### src/verilog/dmadsc_defs.vh
// constants for the descriptor mode decode block
`ifndef DMADSC_DEFS_VH
`define DMADSC_DEFS_VH
`define DMADSC_PTR_W      24
`define DMADSC_SRC_HI     7
`define DMADSC_SRC_LO     6
`define DMADSC_DST_HI     5
`define DMADSC_DST_LO     4
`define DMADSC_MODE_HI    3
`define DMADSC_MODE_LO    2
`define DMADSC_SIDE       1
`define DMADSC_SIZE       0
`define DMADSC_CHAIN      7
`define DMADSC_IRQ_EVERY  6
`define DMADSC_UPD_ADD    2'h2
`define DMADSC_UPD_SUB    2'h3
`define DMADSC_MODE_NORM  2'h0
`define DMADSC_MODE_RPT   2'h1
`define DMADSC_MODE_BLK   2'h2
`define DMADSC_MODE_BAD   2'h3
`define DMADSC_STEP_BYTE  24'h000001
`define DMADSC_STEP_WORD  24'h000002
`define DMADSC_ZERO8      8'h00
`define DMADSC_ZERO24     24'h000000
`endif

### src/verilog/dmadsc_ptr_update.v
// pointer update unit: hold, add or subtract by unit size
`timescale 1ns/1ns
`include "dmadsc_defs.vh"
module dmadsc_ptr_update #(
    parameter W = `DMADSC_PTR_W
) (
    input  wire [W-1:0] i_ptr,
    input  wire [1:0]   i_update,
    input  wire         i_unit_size,
    output wire [W-1:0] o_ptr
);
    wire [W-1:0] step;
    // step of one byte or one word
    assign step  = i_unit_size ? `DMADSC_STEP_WORD : `DMADSC_STEP_BYTE;
    // 0x holds, 10 adds, 11 subtracts; wraps at W bits
    assign o_ptr = (i_update == `DMADSC_UPD_ADD) ? i_ptr + step :
                   (i_update == `DMADSC_UPD_SUB) ? i_ptr - step :
                   i_ptr;
endmodule // dmadsc_ptr_update

### src/verilog/dmadsc_top.v
// descriptor working registers and mode decode of the transfer controller
// Notes on behaviour
// - source pointer: 0x hold, 10 add, 11 subtract
// - dest pointer: 0x hold, 10 add, 11 subtract
// - mode 00 normal, 01 repeat, 10 block
// - side bit: 0 destination area, 1 source
// - unit size bit: 0 byte, 1 word
// - chain bit continues with next descriptor
// - chained move skips end check and clears
// - irq select 1: interrupt after every unchained move
// - irq select 0: interrupt at count end of an unchained move
// - low six mode_reg_b bits ignored
// - 24-bit source pointer, even for words
// - 24-bit dest pointer, even for words
// - load descriptor on activation, write back after
// - working registers hidden from the cpu
`timescale 1ns/1ns
`include "dmadsc_defs.vh"
module dmadsc_top #(
    parameter W = `DMADSC_PTR_W
) (
    input  wire         i_sys_clk,
    input  wire         i_resetn,
    input  wire         i_clk_en,
    input  wire         i_load,
    input  wire [7:0]   i_mode_reg_a,
    input  wire [7:0]   i_mode_reg_b,
    input  wire [W-1:0] i_source_pointer,
    input  wire [W-1:0] i_dest_pointer,
    input  wire         i_move_done,
    input  wire         i_count_end,
    output reg          o_writeback,
    output reg  [7:0]   o_mode_reg_a,
    output reg  [7:0]   o_mode_reg_b,
    output reg  [W-1:0] o_source_pointer,
    output reg  [W-1:0] o_dest_pointer,
    output reg  [1:0]   o_xfer_mode,
    output reg          o_repeat_src_side,
    output reg          o_repeat_dst_side,
    output reg          o_unit_size,
    output reg          o_chain_next,
    output reg          o_end_check,
    output reg          o_clear_source,
    output reg          o_irq_req,
    output reg          o_mode_illegal
);
    ////////////////////////////////////////////////////////////////////////////
    // working registers, loaded only from the descriptor ram copy
    reg  [7:0]   mode_reg_a;
    reg  [7:0]   mode_reg_b;
    reg  [W-1:0] source_pointer;
    reg  [W-1:0] dest_pointer;
    wire [W-1:0] next_source_pointer;
    wire [W-1:0] next_dest_pointer;

    ////////////////////////////////////////////////////////////////////////////
    // timing, counted in enabled clock edges:
    //   load taken at one edge, working registers set by that edge
    //   decoded view lags the working registers by one edge
    //   move taken at one edge, pulses and write-back words after it
    //   pulses last one enabled cycle, words stand until the next move
    //   a load and a move together: the load wins, the move is lost
    //   mode code 11 is flagged only, neither repeat nor block
    //   odd pointers with word size pass unchecked, software keeps them even

    ////////////////////////////////////////////////////////////////////////////
    // decoded fields and accepted strobes
    wire [1:0] src_update;
    wire [1:0] dst_update;
    wire [1:0] xfer_mode;
    wire       area_side_select;
    wire       unit_size;
    wire       chain_enable;
    wire       irq_every_move;
    wire       repeat_or_block;
    wire       mode_illegal;
    wire       take_load;
    wire       take_move;

    // mode fields of the working registers
    assign src_update       = mode_reg_a[`DMADSC_SRC_HI:`DMADSC_SRC_LO];
    assign dst_update       = mode_reg_a[`DMADSC_DST_HI:`DMADSC_DST_LO];
    assign xfer_mode        = mode_reg_a[`DMADSC_MODE_HI:`DMADSC_MODE_LO];
    assign area_side_select = mode_reg_a[`DMADSC_SIDE];
    assign unit_size        = mode_reg_a[`DMADSC_SIZE];
    assign chain_enable     = mode_reg_b[`DMADSC_CHAIN];     // low bits unread
    assign irq_every_move   = mode_reg_b[`DMADSC_IRQ_EVERY];
    assign repeat_or_block  = (xfer_mode == `DMADSC_MODE_RPT) ||
                              (xfer_mode == `DMADSC_MODE_BLK);
    assign mode_illegal     = (xfer_mode == `DMADSC_MODE_BAD);

    // a load in the same cycle swallows the move
    assign take_load        = i_load;
    assign take_move        = i_move_done & ~i_load;

    ////////////////////////////////////////////////////////////////////////////
    // completion pulses for one accepted move
    reg          next_writeback;
    reg          next_chain_next;
    reg          next_end_check;
    reg          next_clear_source;
    reg          next_irq_req;

    // a chained move skips the end check and leaves the source alone
    always @* begin
        next_writeback    = 1'h0;
        next_chain_next   = 1'h0;
        next_end_check    = 1'h0;
        next_clear_source = 1'h0;
        next_irq_req      = 1'h0;
        if (take_move) begin
            next_writeback  = 1'h1;
            next_chain_next = chain_enable;
            if (!chain_enable) begin
                next_end_check    = 1'h1;
                next_clear_source = i_count_end;
                next_irq_req      = irq_every_move | i_count_end;
            end
        end
    end

    ////////////////////////////////////////////////////////////////////////////
    // pointer update units, entry 0 destination and entry 1 source
    localparam PTR_N = 2;
    localparam UPD_W = 2;
    wire [PTR_N*W-1:0]     ptr_pair;
    wire [PTR_N*UPD_W-1:0] upd_pair;
    wire [PTR_N*W-1:0]     next_pair;
    genvar                 gi;

    assign ptr_pair = {source_pointer, dest_pointer};
    assign upd_pair = {src_update, dst_update};

    // both units share the unit size step
    generate
        for (gi = 0; gi < PTR_N; gi = gi + 1) begin : g_ptr
            dmadsc_ptr_update #(
                .W (W)
            ) u_ptr (
                .i_ptr       (ptr_pair[gi*W +: W]),
                .i_update    (upd_pair[gi*UPD_W +: UPD_W]),
                .i_unit_size (unit_size),
                .o_ptr       (next_pair[gi*W +: W])
            );
        end
    endgenerate

    assign next_dest_pointer   = next_pair[W-1:0];
    assign next_source_pointer = next_pair[PTR_N*W-1:W];

    ////////////////////////////////////////////////////////////////////////////
    // working registers: loaded on activation, pointers updated on each move
    always @(posedge i_sys_clk or negedge i_resetn) begin
        if (!i_resetn) begin
            mode_reg_a     <= `DMADSC_ZERO8;
            mode_reg_b     <= `DMADSC_ZERO8;
            source_pointer <= `DMADSC_ZERO24;
            dest_pointer   <= `DMADSC_ZERO24;
        end else if (i_clk_en) begin
            if (take_load) begin
                // activation: take the ram copy, no cpu path exists
                mode_reg_a     <= i_mode_reg_a;
                mode_reg_b     <= i_mode_reg_b;
                source_pointer <= i_source_pointer;
                dest_pointer   <= i_dest_pointer;
            end else if (take_move) begin
                // each pointer holds or steps by the unit size per its update field
                source_pointer <= next_source_pointer;
                dest_pointer   <= next_dest_pointer;
            end
        end
    end

    ////////////////////////////////////////////////////////////////////////////
    // write-back words, held until the next accepted move
    always @(posedge i_sys_clk or negedge i_resetn) begin
        if (!i_resetn) begin
            o_mode_reg_a     <= `DMADSC_ZERO8;
            o_mode_reg_b     <= `DMADSC_ZERO8;
            o_source_pointer <= `DMADSC_ZERO24;
            o_dest_pointer   <= `DMADSC_ZERO24;
        end else if (i_clk_en && take_move) begin
            // the updated set goes back to the ram copy
            o_mode_reg_a     <= mode_reg_a;
            o_mode_reg_b     <= mode_reg_b;
            o_source_pointer <= next_source_pointer;
            o_dest_pointer   <= next_dest_pointer;
        end
    end

    ////////////////////////////////////////////////////////////////////////////
    // completion pulses; a low clock enable stretches them
    always @(posedge i_sys_clk or negedge i_resetn) begin
        if (!i_resetn) begin
            o_writeback    <= 1'h0;
            o_chain_next   <= 1'h0;
            o_end_check    <= 1'h0;
            o_clear_source <= 1'h0;
            o_irq_req      <= 1'h0;
        end else if (i_clk_en) begin
            o_writeback    <= next_writeback;
            o_chain_next   <= next_chain_next;
            o_end_check    <= next_end_check;
            o_clear_source <= next_clear_source;
            o_irq_req      <= next_irq_req;
        end
    end

    ////////////////////////////////////////////////////////////////////////////
    // decoded mode view for the transfer sequencer
    always @(posedge i_sys_clk or negedge i_resetn) begin
        if (!i_resetn) begin
            o_xfer_mode       <= `DMADSC_MODE_NORM;
            o_repeat_src_side <= 1'h0;
            o_repeat_dst_side <= 1'h0;
            o_unit_size       <= 1'h0;
            o_mode_illegal    <= 1'h0;
        end else if (i_clk_en) begin
            o_xfer_mode       <= xfer_mode;
            o_mode_illegal    <= mode_illegal;
            o_repeat_src_side <= repeat_or_block & area_side_select;
            o_repeat_dst_side <= repeat_or_block & ~area_side_select;
            o_unit_size       <= unit_size;
        end
    end
endmodule // dmadsc_top

### config.mk
export PLATFORM = sky130hd
export DESIGN_NAME = dmadsc_top
export DESIGN_NICKNAME = d
export VERILOG_FILES = /design/src/verilog/dmadsc_ptr_update.v /design/src/verilog/dmadsc_top.v
export VERILOG_INCLUDE_DIRS = /design/src /design/src/verilog
export SDC_FILE = /design/constraint.sdc
export NUM_CORES = 1
export LEC_CHECK = 0
export BUFFER_PORTS_ARGS = -buffer_cell sky130_fd_sc_hd__buf_2
export CAP_MARGIN = 25
export CELL_PAD_IN_SITES_DETAIL_PLACEMENT = 2
export CELL_PAD_IN_SITES_GLOBAL_PLACEMENT = 2
export CORE_MARGIN = 1
export CORE_UTILIZATION = 33
export DETAILED_ROUTE_END_ITERATION = 8
export GPL_TIMING_DRIVEN = 1
export PLACE_DENSITY = 0.83
export RECOVER_POWER = 100
export REMOVE_ABC_BUFFERS = 1
export SYNTH_ARGS = -nofsm -noshare
export SYNTH_HDL_FRONTEND = slang
export SYNTH_SLANG_ARGS = --single-unit
### constraint.sdc
create_clock -name i_sys_clk -period 2.9 [get_ports i_sys_clk]
set_input_delay 0 -clock i_sys_clk [delete_from_list [all_inputs] [get_ports i_sys_clk]]
set_output_delay 0 -clock i_sys_clk [all_outputs]
set_load 0.02 [all_outputs]
==> metrics, run 1 <==
run status=finished with violations; failing checks=capacitance limit, slew limit; Worst EP arrival=between 3 and 4 ns; Worst Tran Pin Value=around 1.8 ns; core footprint=0.0235 mm²; first-pass GRT wire length=50.4 mm; leak pwr=4.38 nW; EDFF count, synth=0; Peak Freq=about 0.37 GHz; Distinct cells, synth=73; Final Hold Viols=0; crit-path cells=dlygate4sd3_1, clkbuf_1, inv_1, a21oi_1, clkbuf_1, o21ai_0, nand2_1, o21ai_0; Max clock buf depth=2; initial antenna violation count=0; Cell Area, Synth=0.00795 mm²; CTS H-tree depth=4; DRT iter0 DRCs=430; IO Count=between 100 and 150; multi-input gate area in the final layout=0.00407 mm²; post-CTS setup buffer count=0; fin nets=1204; fraction of layout cells with a size suffix above 1=0.127; die extent in y=157 µm; Filler Cell Count=2667; Buf/Inv on CP=4; pwr dens=678 mW/mm²; die width=157 µm; Hold Path Class=in2reg; Final Wtd Congestion=0.907; Worst Setup Path Type=in2reg; Final setup violation count=0; hold slack=0.0733 ns; initial core utilization=0.338; Non-Filler Instances=1453; CP Launch Type=primary input; drt pass-1 iters=5; Setup WS post-layout=0.169 ns; clk sinks=139; Layout area overhead=27.9%; Period minus WS final=~2.7 ns; sequential cell area fraction in the yosys report=0.437; worst-path fanout max=16; Slew HR=-0.212; drc violations=0; Crit-path slowest cell=clkbuf_1; post-placement cell count=1355; FF+latch area=0.00348 mm²; Post-DRT Antenna Nets=0; drt total wl=32.0 mm; DR vias/cell=5.59; final slew viol count=69; Synth Flop Type=dfrtp_1; Clk Latency, worst-skew pair=0.44 ns; Total GRT Usage=0.268; pre-CTS WS=0.307 ns; largest net degree at the start of global routing=69; total congestion overflow=0; Max Cap Viol=1; worst stage delay on the critical path=0.71 ns; Clock Tree Root=clkbuf_16; Die ar.=about 0.025 mm²; DP HPWL=20.5 mm; TritonCTS clock tree=built; ys async rst share=1.00; clock skew=about 0.014 ns; num rows=56; Clock Pin Slew Worst Setup and Hold Paths=0.06 ns; Req. time, crit path=3.18 ns; CTS buffer count=17; Seq cells post-synth=around 140; routed vias=8126; drt wl/cell=around 22 µm; ant diodes=0; nature of the critical path endpoint=flop; Syn Inst Count=938; crit-path leading delay family=buffers and inverters; RSZ-0062 raised after global routing=no; Worst VDD drop=0.000373 V; PortBufs=between 100 and 150; period utilization=0.942; Synth warnings=0; Mean Syn Cell Area=8.48 µm²; vias in the first global route=8935
[state kept, by name (all words and copies together) (netlist names)]
register	count
dest_pointer	24
o_dest_pointer	24
o_source_pointer	24
source_pointer	24
mode_reg_a	8
mode_reg_b	8
o_mode_reg_a	8
o_mode_reg_b	8
o_xfer_mode	2
o_chain_next	1
o_clear_source	1
o_end_check	1
o_irq_req	1
o_mode_illegal	1
o_repeat_dst_side	1
o_repeat_src_side	1
o_unit_size	1
o_writeback	1
[metrics by stage]
step	total power, mW	utilization	instance area [µm²]	setup TNS, ns
floorplan	3.61	-	7650	-1.16
global placement	4.28	0.383	9020	0
detailed placement	4.37	0.383	9020	0
CTS	6.97	0.439	10300	0
global route	7.22	0.432	10200	0
finish	6.90	0.432	10200	0
[power by group]
part	internal, mW	total [mW]	switching (mW)
registers	2.28	2.69	0.412
logic	0.600	1.73	1.13
clock network	1.49	2.47	0.986
total	4.37	6.90	2.53
[worst paths after layout]
| path | end | cells after the start | slack, ns | startpoint |
|---|---|---|---|---|
| worst max-delay path | source_pointer[5] | 8 | 0.17 | i_clk_en |
| worst min-delay path | dest_pointer[22] | 4 | 0.07 | i_dest_pointer[22] |
| worst max register to register | o_source_pointer[20] | 9 | 0.18 | mode_reg_a[0] |
| worst min register to register | o_repeat_dst_side | 1 | 0.46 | mode_reg_a[1] |
| max in group asynchronous | o_repeat_src_side | 3 | 0.74 | i_resetn |
| min in group asynchronous | o_dest_pointer[8] | 2 | 0.60 | i_resetn |
[cells in the final DEF, fill, tap and decap left out, drive strengths merged, types with 6 or more instances in the layout]
cell type	synthesis	final
mux2	7	7
nand3	38	38
dfrtp	139	139
a21o	9	9
or3	8	8
nand2b	7	7
or4	8	8
nor3	25	25
dlygate4sd3	0	66
buf	19	84
a31oi	6	6
o211ai	7	7
clkbuf	56	107
o21a	8	8
nand2	183	183
o21ai	91	91
a21oi	49	49
a211oi	6	6
nor4	17	17
ha	9	9
inv	28	32
mux2i	6	6
clkinv	1	6
nand4	15	15
o22ai	17	17
xnor2	22	22
nor2b	9	9
a22oi	12	12
nor2	44	44
xor2	14	14
and3	13	13
[repair_timing]
action / CTS / global route
hold buffers: 66 / 0
setup endpoints to repair: 0 / 0
hold endpoints to repair: 130 / 0
gates resized for setup: 0 / 0
[synth_stat cells (all sizes together), types with 7 or more instances]
master	number	area share
o22ai	17	0.013
nand4	15	0.014
o211ai	7	0.0066
dfrtp	139	0.44
ha	9	0.014
and3	13	0.010
a21o	9	0.0085
nand3	38	0.024
nor3	25	0.017
nand2b	7	0.0055
a21oi	49	0.031
inv	28	0.013
xor2	14	0.015
a22oi	12	0.011
nor2	44	0.021
nor2b	9	0.0071
nor4	17	0.013
or4	8	0.0090
nand2	183	0.086
clkbuf	56	0.027
xnor2	22	0.024
o21a	8	0.0076
o21ai	91	0.058
mux2	7	0.0099
or3	8	0.0063
buf	19	0.011
[worst register-to-register path, stage by stage, from the launching register on]
cell	delay, ns
dfrtp_1	0.39
inv_1	0.22
ha_1	0.25
fa_1	0.22
nor2b_1	0.23
nand3_1	0.19
o22ai_1	0.41
nand2_1	0.19
or3_1	0.41
nand3_1	0.14
[cell families (layout without fill, tap and decap cells)]
kind of cell / count (synthesis) / after routing / synth area share
AND/OR/NAND/NOR: 392 / 392 / 0.241
AO/OA/AOI/OAI: 241 / 241 / 0.189
flip-flops: 139 / 139 / 0.437
buffers and inverters: 104 / 300 / 0.0514
XOR/XNOR: 36 / 36 / 0.0396
adder cells (fa/ha/maj): 13 / 13 / 0.0242
multiplexers: 13 / 13 / 0.0175
[area by class of cell]
cell class,count,share of cell area
well taps,319,0.0392
inverters,29,0.0107
clock buffers,18,0.0432
clock inverters,14,0.0207
multi-input cells,695,0.400
flip-flops and latches,139,0.342
repair buffers,239,0.144
[per-layer routing]
metal  part of all wire  GRT usage
met1               0.42      0.326
met2               0.51      0.477
met3              0.036     0.0358
met4              0.026      0.104
met5                  0          0
(Power assumes the default switching activity.)
==> run 2: changes to the inputs <==
- CELL_PAD_IN_SITES_DETAIL_PLACEMENT: 2 -> 1
- CELL_PAD_IN_SITES_GLOBAL_PLACEMENT: 2 -> 1
- CORE_UTILIZATION: 33 -> 42
- PLACE_DENSITY: 0.83 -> 0.84
==> run 2 against run 1 <==
  * The run still ends with capacitance limit, slew limit left
  * Utilization grew 12 points
  * Via count shrank 0.69%
  * Final cell count shrank 6.3%
  * Largest cell class unchanged
  * Largest power group unchanged
==> metrics, run 2 (synthesis results as in run 1) <==
run status=finished with violations; failing checks=capacitance limit, slew limit; CTS buffer count=17 (unchanged); DP HPWL=18.0 mm (-12%); leak pwr=4.35 nW (-0.81%); Slew HR=-0.361 (-0.149); Final setup violation count=0 (unchanged); CP Launch Type=primary input; clock skew=0.0107 ns (-0.00367 ns); worst-path fanout max=39 (+23); multi-input gate area in the final layout=0.00408 mm² (+0.37%); die extent in y=140 µm (-11%); RSZ-0062 raised after global routing=no; total congestion overflow=0 (unchanged); Filler Cell Count=2204 (-17%); reg2reg end=source_pointer[19]; die width=140 µm (-11%); Layout area overhead=25.9%; fraction of layout cells with a size suffix above 1=0.128 (+0.000995); drc violations=0 (unchanged); Clk Latency, worst-skew pair=0.44 ns (about the same); worst reg-to-reg setup slack=0.24 ns (+0.06 ns); core footprint=0.0183 mm² (-22%); IO Count=145 (unchanged); post-CTS setup buffer count=0 (unchanged); hold path cells=4 (unchanged); Hold Path Class=in2reg; initial antenna violation count=0 (unchanged); vias in the first global route=8550 (-4.3%); DRT iter0 DRCs=579 (+35%); Final Hold Viols=0 (unchanged); final slew viol count=77 (+12%); commonest non-fill, non-tap cells in the layout=nand2_1 (182), dfrtp_1 (139), o21ai_0 (88); nature of the critical path endpoint=flop; Fin Setup TNS=0 ns (unchanged); Max Cap Viol=1 (unchanged); drt wl/cell=20.8 µm (-5.8%); drt pass-1 iters=5 (unchanged); Die ar.=0.0195 mm² (-21%); CTS H-tree depth=4 (unchanged); drt total wl=28.3 mm (-12%); Period minus WS final=2.67 ns (-0.0561 ns); Worst Tran Pin Value=2.04 ns (+0.224 ns); Worst Setup Path Type=in2reg; Final Wtd Congestion=0.898 (-0.97%); pwr dens=661 mW/mm² (-2.4%); R2R depth=6 (-3); largest net degree at the start of global routing=78 (+13%); num rows=49 (-13%); Worst EP arrival=3.01 ns (about the same); ant diodes=0 (unchanged); first-pass GRT wire length=45.7 mm (-9.3%); DR vias/cell=5.93 (+5.9%); Req. time, crit path=3.23 ns (+0.05 ns); min-delay src=i_dest_pointer[11]; hold endpoint=dest_pointer[11]; Total GRT Usage=0.302 (+0.0341); total chip power=6.62 mW (-4.0%); worst r2r src=mode_reg_a[7]; TritonCTS clock tree=built; period utilization=0.922 (-0.0194); Clock Pin Slew Worst Setup and Hold Paths=0.07 ns (about the same); initial core utilization=0.435 (+0.0975); fin nets=1203 (-0.083%); most common cell after layout, fill and taps aside=nand2_1; Clock Tree Root=clkbuf_16; FF+latch area=0.00348 mm² (unchanged); Peak Freq=0.374 GHz (+2.1%); Worst VDD drop=0.000435 V (+17%); clk sinks=139 (unchanged); PortBufs=144 (unchanged); Max clock buf depth=2 (unchanged); Post-DRT Antenna Nets=0 (unchanged); routed vias=8070 (-0.69%)
-- run 2: per-stage QoR --
stage          area, µm²  hold slack, ns  instances   util  setup slack (ns)
2_1_floorplan       7650          -0.296        863      -            -0.252
3_3_place_gp        8920          0.0936       1265  0.488             0.442
3_5_place_dp        8920           0.100       1265  0.488             0.364
4_1_cts            10200          0.0225       1362  0.556             0.246
5_1_grt            10000           0.116       1362  0.548            0.0103
6_report           10000          0.0673       1362  0.548             0.225
-- run 2: worst max-delay path, cell delays in order --
cell and delay [ns]:
dlygate4sd3_1 0.53, buf_2 0.31, clkbuf_1 0.79, nand2_4 0.51
clkbuf_2 0.49, o31ai_1 0.37
-- run 2: timing repair --
| item | CTS | global route |
|---|---|---|
| hold endpoints to repair | 139 | 0 |
| setup endpoints to repair | 0 | 1 |
| resized for setup | 0 | 2 |
| hold buffers | 65 | 0 |
-- run 2: report_power, final --
group	internal, mW	switching (mW)	total [mW]
Combinational	0.598	1.09	1.68
Clock	1.28	0.968	2.25
Sequential	2.28	0.404	2.69
-- run 2: per-layer routing --
| metal | global-route usage | share of wire | up-vias |
|---|---|---|---|
| li1 | - | - | 3681 |
| met1 | 0.363 | 0.41 | 4030 |
| met2 | 0.523 | 0.51 | 282 |
| met3 | 0.0461 | 0.043 | 77 |
| met4 | 0.158 | 0.037 | 0 |
| met5 | 0 | 0 | - |
-- run 2: area by class of cell --
cell class              instances  area share
multi-input cells             695       0.408
flip-flops and latches        139       0.347
repair buffers                238       0.146
clock buffers                  17      0.0425
well taps                     229      0.0286
clock inverters                15      0.0165
inverters                      29      0.0109
-- run 2: worst max path at each step --
| stage | from | slack, ns | cells after the start | endpoint |
|---|---|---|---|---|
| floorplan | i_move_done | -0.25 | 5 | o_dest_pointer[19] |
| global placement | mode_reg_a[0] | 0.44 | 8 | source_pointer[14] |
| detailed placement | mode_reg_a[0] | 0.36 | 8 | o_dest_pointer[21] |
| CTS | mode_reg_a[0] | 0.25 | 9 | o_source_pointer[20] |
| global route | mode_reg_a[0] | 0.01 | 9 | o_source_pointer[20] |
| finish | i_clk_en | 0.23 | 6 | o_dest_pointer[15] |
==> run 3: changes to the inputs <==
- CORE_ASPECT_RATIO: unset -> 0.8
==> run 3 against run 2 <==
  * The flow now finishes without violations
  * Maximum frequency increased by 0.78%
  * Final cell count is 1.6% higher
  * Utilization about the same
  * Critical path depth rose by 2
  * Register-to-register slack hardly changed
  * Via count shrank 0.98%
  * Largest cell class unchanged
==> metrics, run 3 (synthesis results as in run 1) <==
run status=complete, no violations; total congestion overflow=0 (unchanged); nature of the critical path endpoint=flop; Clk Latency, worst-skew pair=0.43 ns (about the same); Clock Pin Slew Worst Setup and Hold Paths=0.06 ns (about the same); num rows=44 (-10%); clk sinks=139 (unchanged); TritonCTS clock tree=built; total chip power=6.71 mW (+1.4%); drt wl/cell=19.9 µm (-4.1%); Worst VDD drop=0.000463 V (+6.3%); routed vias=7991 (-0.98%); first-pass GRT wire length=45.1 mm (-1.3%); fraction of layout cells with a size suffix above 1=0.121 (-0.00685); Slew HR=0.0613 (+0.422); Hold Path Class=in2reg; CTS H-tree depth=4 (unchanged); R2R depth=8 (+2); drc violations=0 (unchanged); PortBufs=144 (unchanged); drt pass-1 iters=5 (unchanged); leak pwr=4.34 nW (about the same); CP Launch Type=flop; Clock Tree Root=clkbuf_16; post-placement cell count=1287 (+1.7%); fin nets=1201 (-0.17%); Non-Filler Instances=1384 (+1.6%); core footprint=0.0183 mm² (+0.34%); Area after DPL=0.00894 mm² (+0.22%); Max clock buf depth=2 (unchanged); Final Wtd Congestion=0.941 (+4.8%); ant diodes=0 (unchanged); die extent in y=125 µm (-10%); die width=156 µm (+12%); largest net degree at the start of global routing=62 (-21%); initial antenna violation count=0 (unchanged); Die ar.=0.0195 mm² (about the same); Worst Tran Pin Value=1.41 ns (-0.633 ns); commonest non-fill, non-tap cells in the layout=nand2_1 (183), dfrtp_1 (139), o21ai_0 (90); Final Hold Viols=0 (unchanged); final slew viol count=0 (-100%); vias in the first global route=8500 (-0.58%); clock skew=0.0102 ns (-0.000511 ns); CTS buffer count=17 (unchanged); Max Cap Viol=0 (-1); Layout area overhead=26.3%; Filler Cell Count=2260 (+2.5%); RSZ-0062 raised after global routing=no; worst-path fanout max=8 (-79%); initial core utilization=0.434 (-0.00149); Total GRT Usage=0.296 (-0.00550); hold path cells=4 (unchanged); Period minus WS final=2.65 ns (-0.0207 ns); Req. time, crit path=3.27 ns (+0.04 ns); pwr dens=668 mW/mm² (+1.0%); Post-DRT Antenna Nets=0 (unchanged); CTS resizes=0 (unchanged); Worst EP arrival=3.02 ns (about the same); DP HPWL=18.2 mm (+0.90%); drt total wl=27.5 mm (-2.6%); DRT iter0 DRCs=647 (+12%); IO Count=145 (unchanged); period utilization=0.915 (-0.00713); Worst Setup Path Type=reg2reg; DR vias/cell=5.77 (-2.6%); Peak Freq=0.377 GHz (+0.78%); most common cell after layout, fill and taps aside=nand2_1; Final Instance Area=0.0100 mm² (+0.36%); Final setup violation count=0 (unchanged)
run 3: cell types whose count changed in the layout (fill, tap and decap cells not counted), moves of 2 or more:
cell / delta
clkbuf_2: -5
clkbuf_1: +2
inv_6: -4
o21ai_2: -2
clkbuf_8: +3
o21ai_0: +2
clkinv_4: -2
bufinv_16: +2
buf_4: +3
run 3: critical path, stage by stage, from the launching register on:
cell and delay [ns]:
dfrtp_1 0.37, inv_1 0.23, ha_1 0.30, nand2b_1 0.19, a211oi_1 0.37, o221ai_1 0.37, nor4_1 0.53, a31oi_1 0.11
nand3_1 0.12
run 3: cell type report:
cell class,instances,area [µm²],area share
Clock buffer,21,470,0.0468
Clock inverter,11,166,0.0166
Inverter,29,109,0.0108
Multi-Input combinational cell,695,4060,0.404
Sequential cell,139,3480,0.346
Tap cell,253,317,0.0315
Timing Repair Buffer,236,1450,0.144
run 3: routing by layer:
| layer | share of wire | global-route usage |
|---|---|---|
| met2 | 0.49 | 0.504 |
| met3 | 0.047 | 0.0555 |
| met1 | 0.43 | 0.375 |
| met4 | 0.026 | 0.107 |
| met5 | 0 | 0 |
run 3: report_power, final:
group	switching (mW)	leakage, nW	internal (mW)
Sequential	0.396	1.69	2.28
Combinational	1.06	2.34	0.594
Clock	0.871	0.305	1.50
run 3: worst paths after layout:
path                                      startpoint                 end  slack (ns)
max in group asynchronous                   i_resetn  source_pointer[16]        0.83
worst max register to register         mode_reg_a[0]  o_dest_pointer[21]        0.25
worst min-delay path            i_source_pointer[14]  source_pointer[14]        0.02
worst max-delay path                   mode_reg_a[0]  o_dest_pointer[21]        0.25
min in group asynchronous                   i_resetn   o_dest_pointer[6]        0.43
worst min register to register         mode_reg_a[1]   o_repeat_dst_side        0.47
run 3: what timing repair did:
| action | in CTS | in global routing |
|---|---|---|
| endpoints found under the hold margin | 117 | 0 |
| hold buffers | 65 | 0 |
| setup buffers | 0 | 0 |
run 3: through the flow:
step	worst slack (ns)	util	TNS [ns]	hold slack [ns]
after global placement	0.458	0.487	0	-0.0122
after floorplan	-0.252	-	-1.16	-0.296
after detailed placement	0.392	0.487	0	-0.0131
after global routing	0.0425	0.548	0	0.0409
final	0.246	0.548	0	0.0202
after CTS	0.303	0.558	0	0.00622
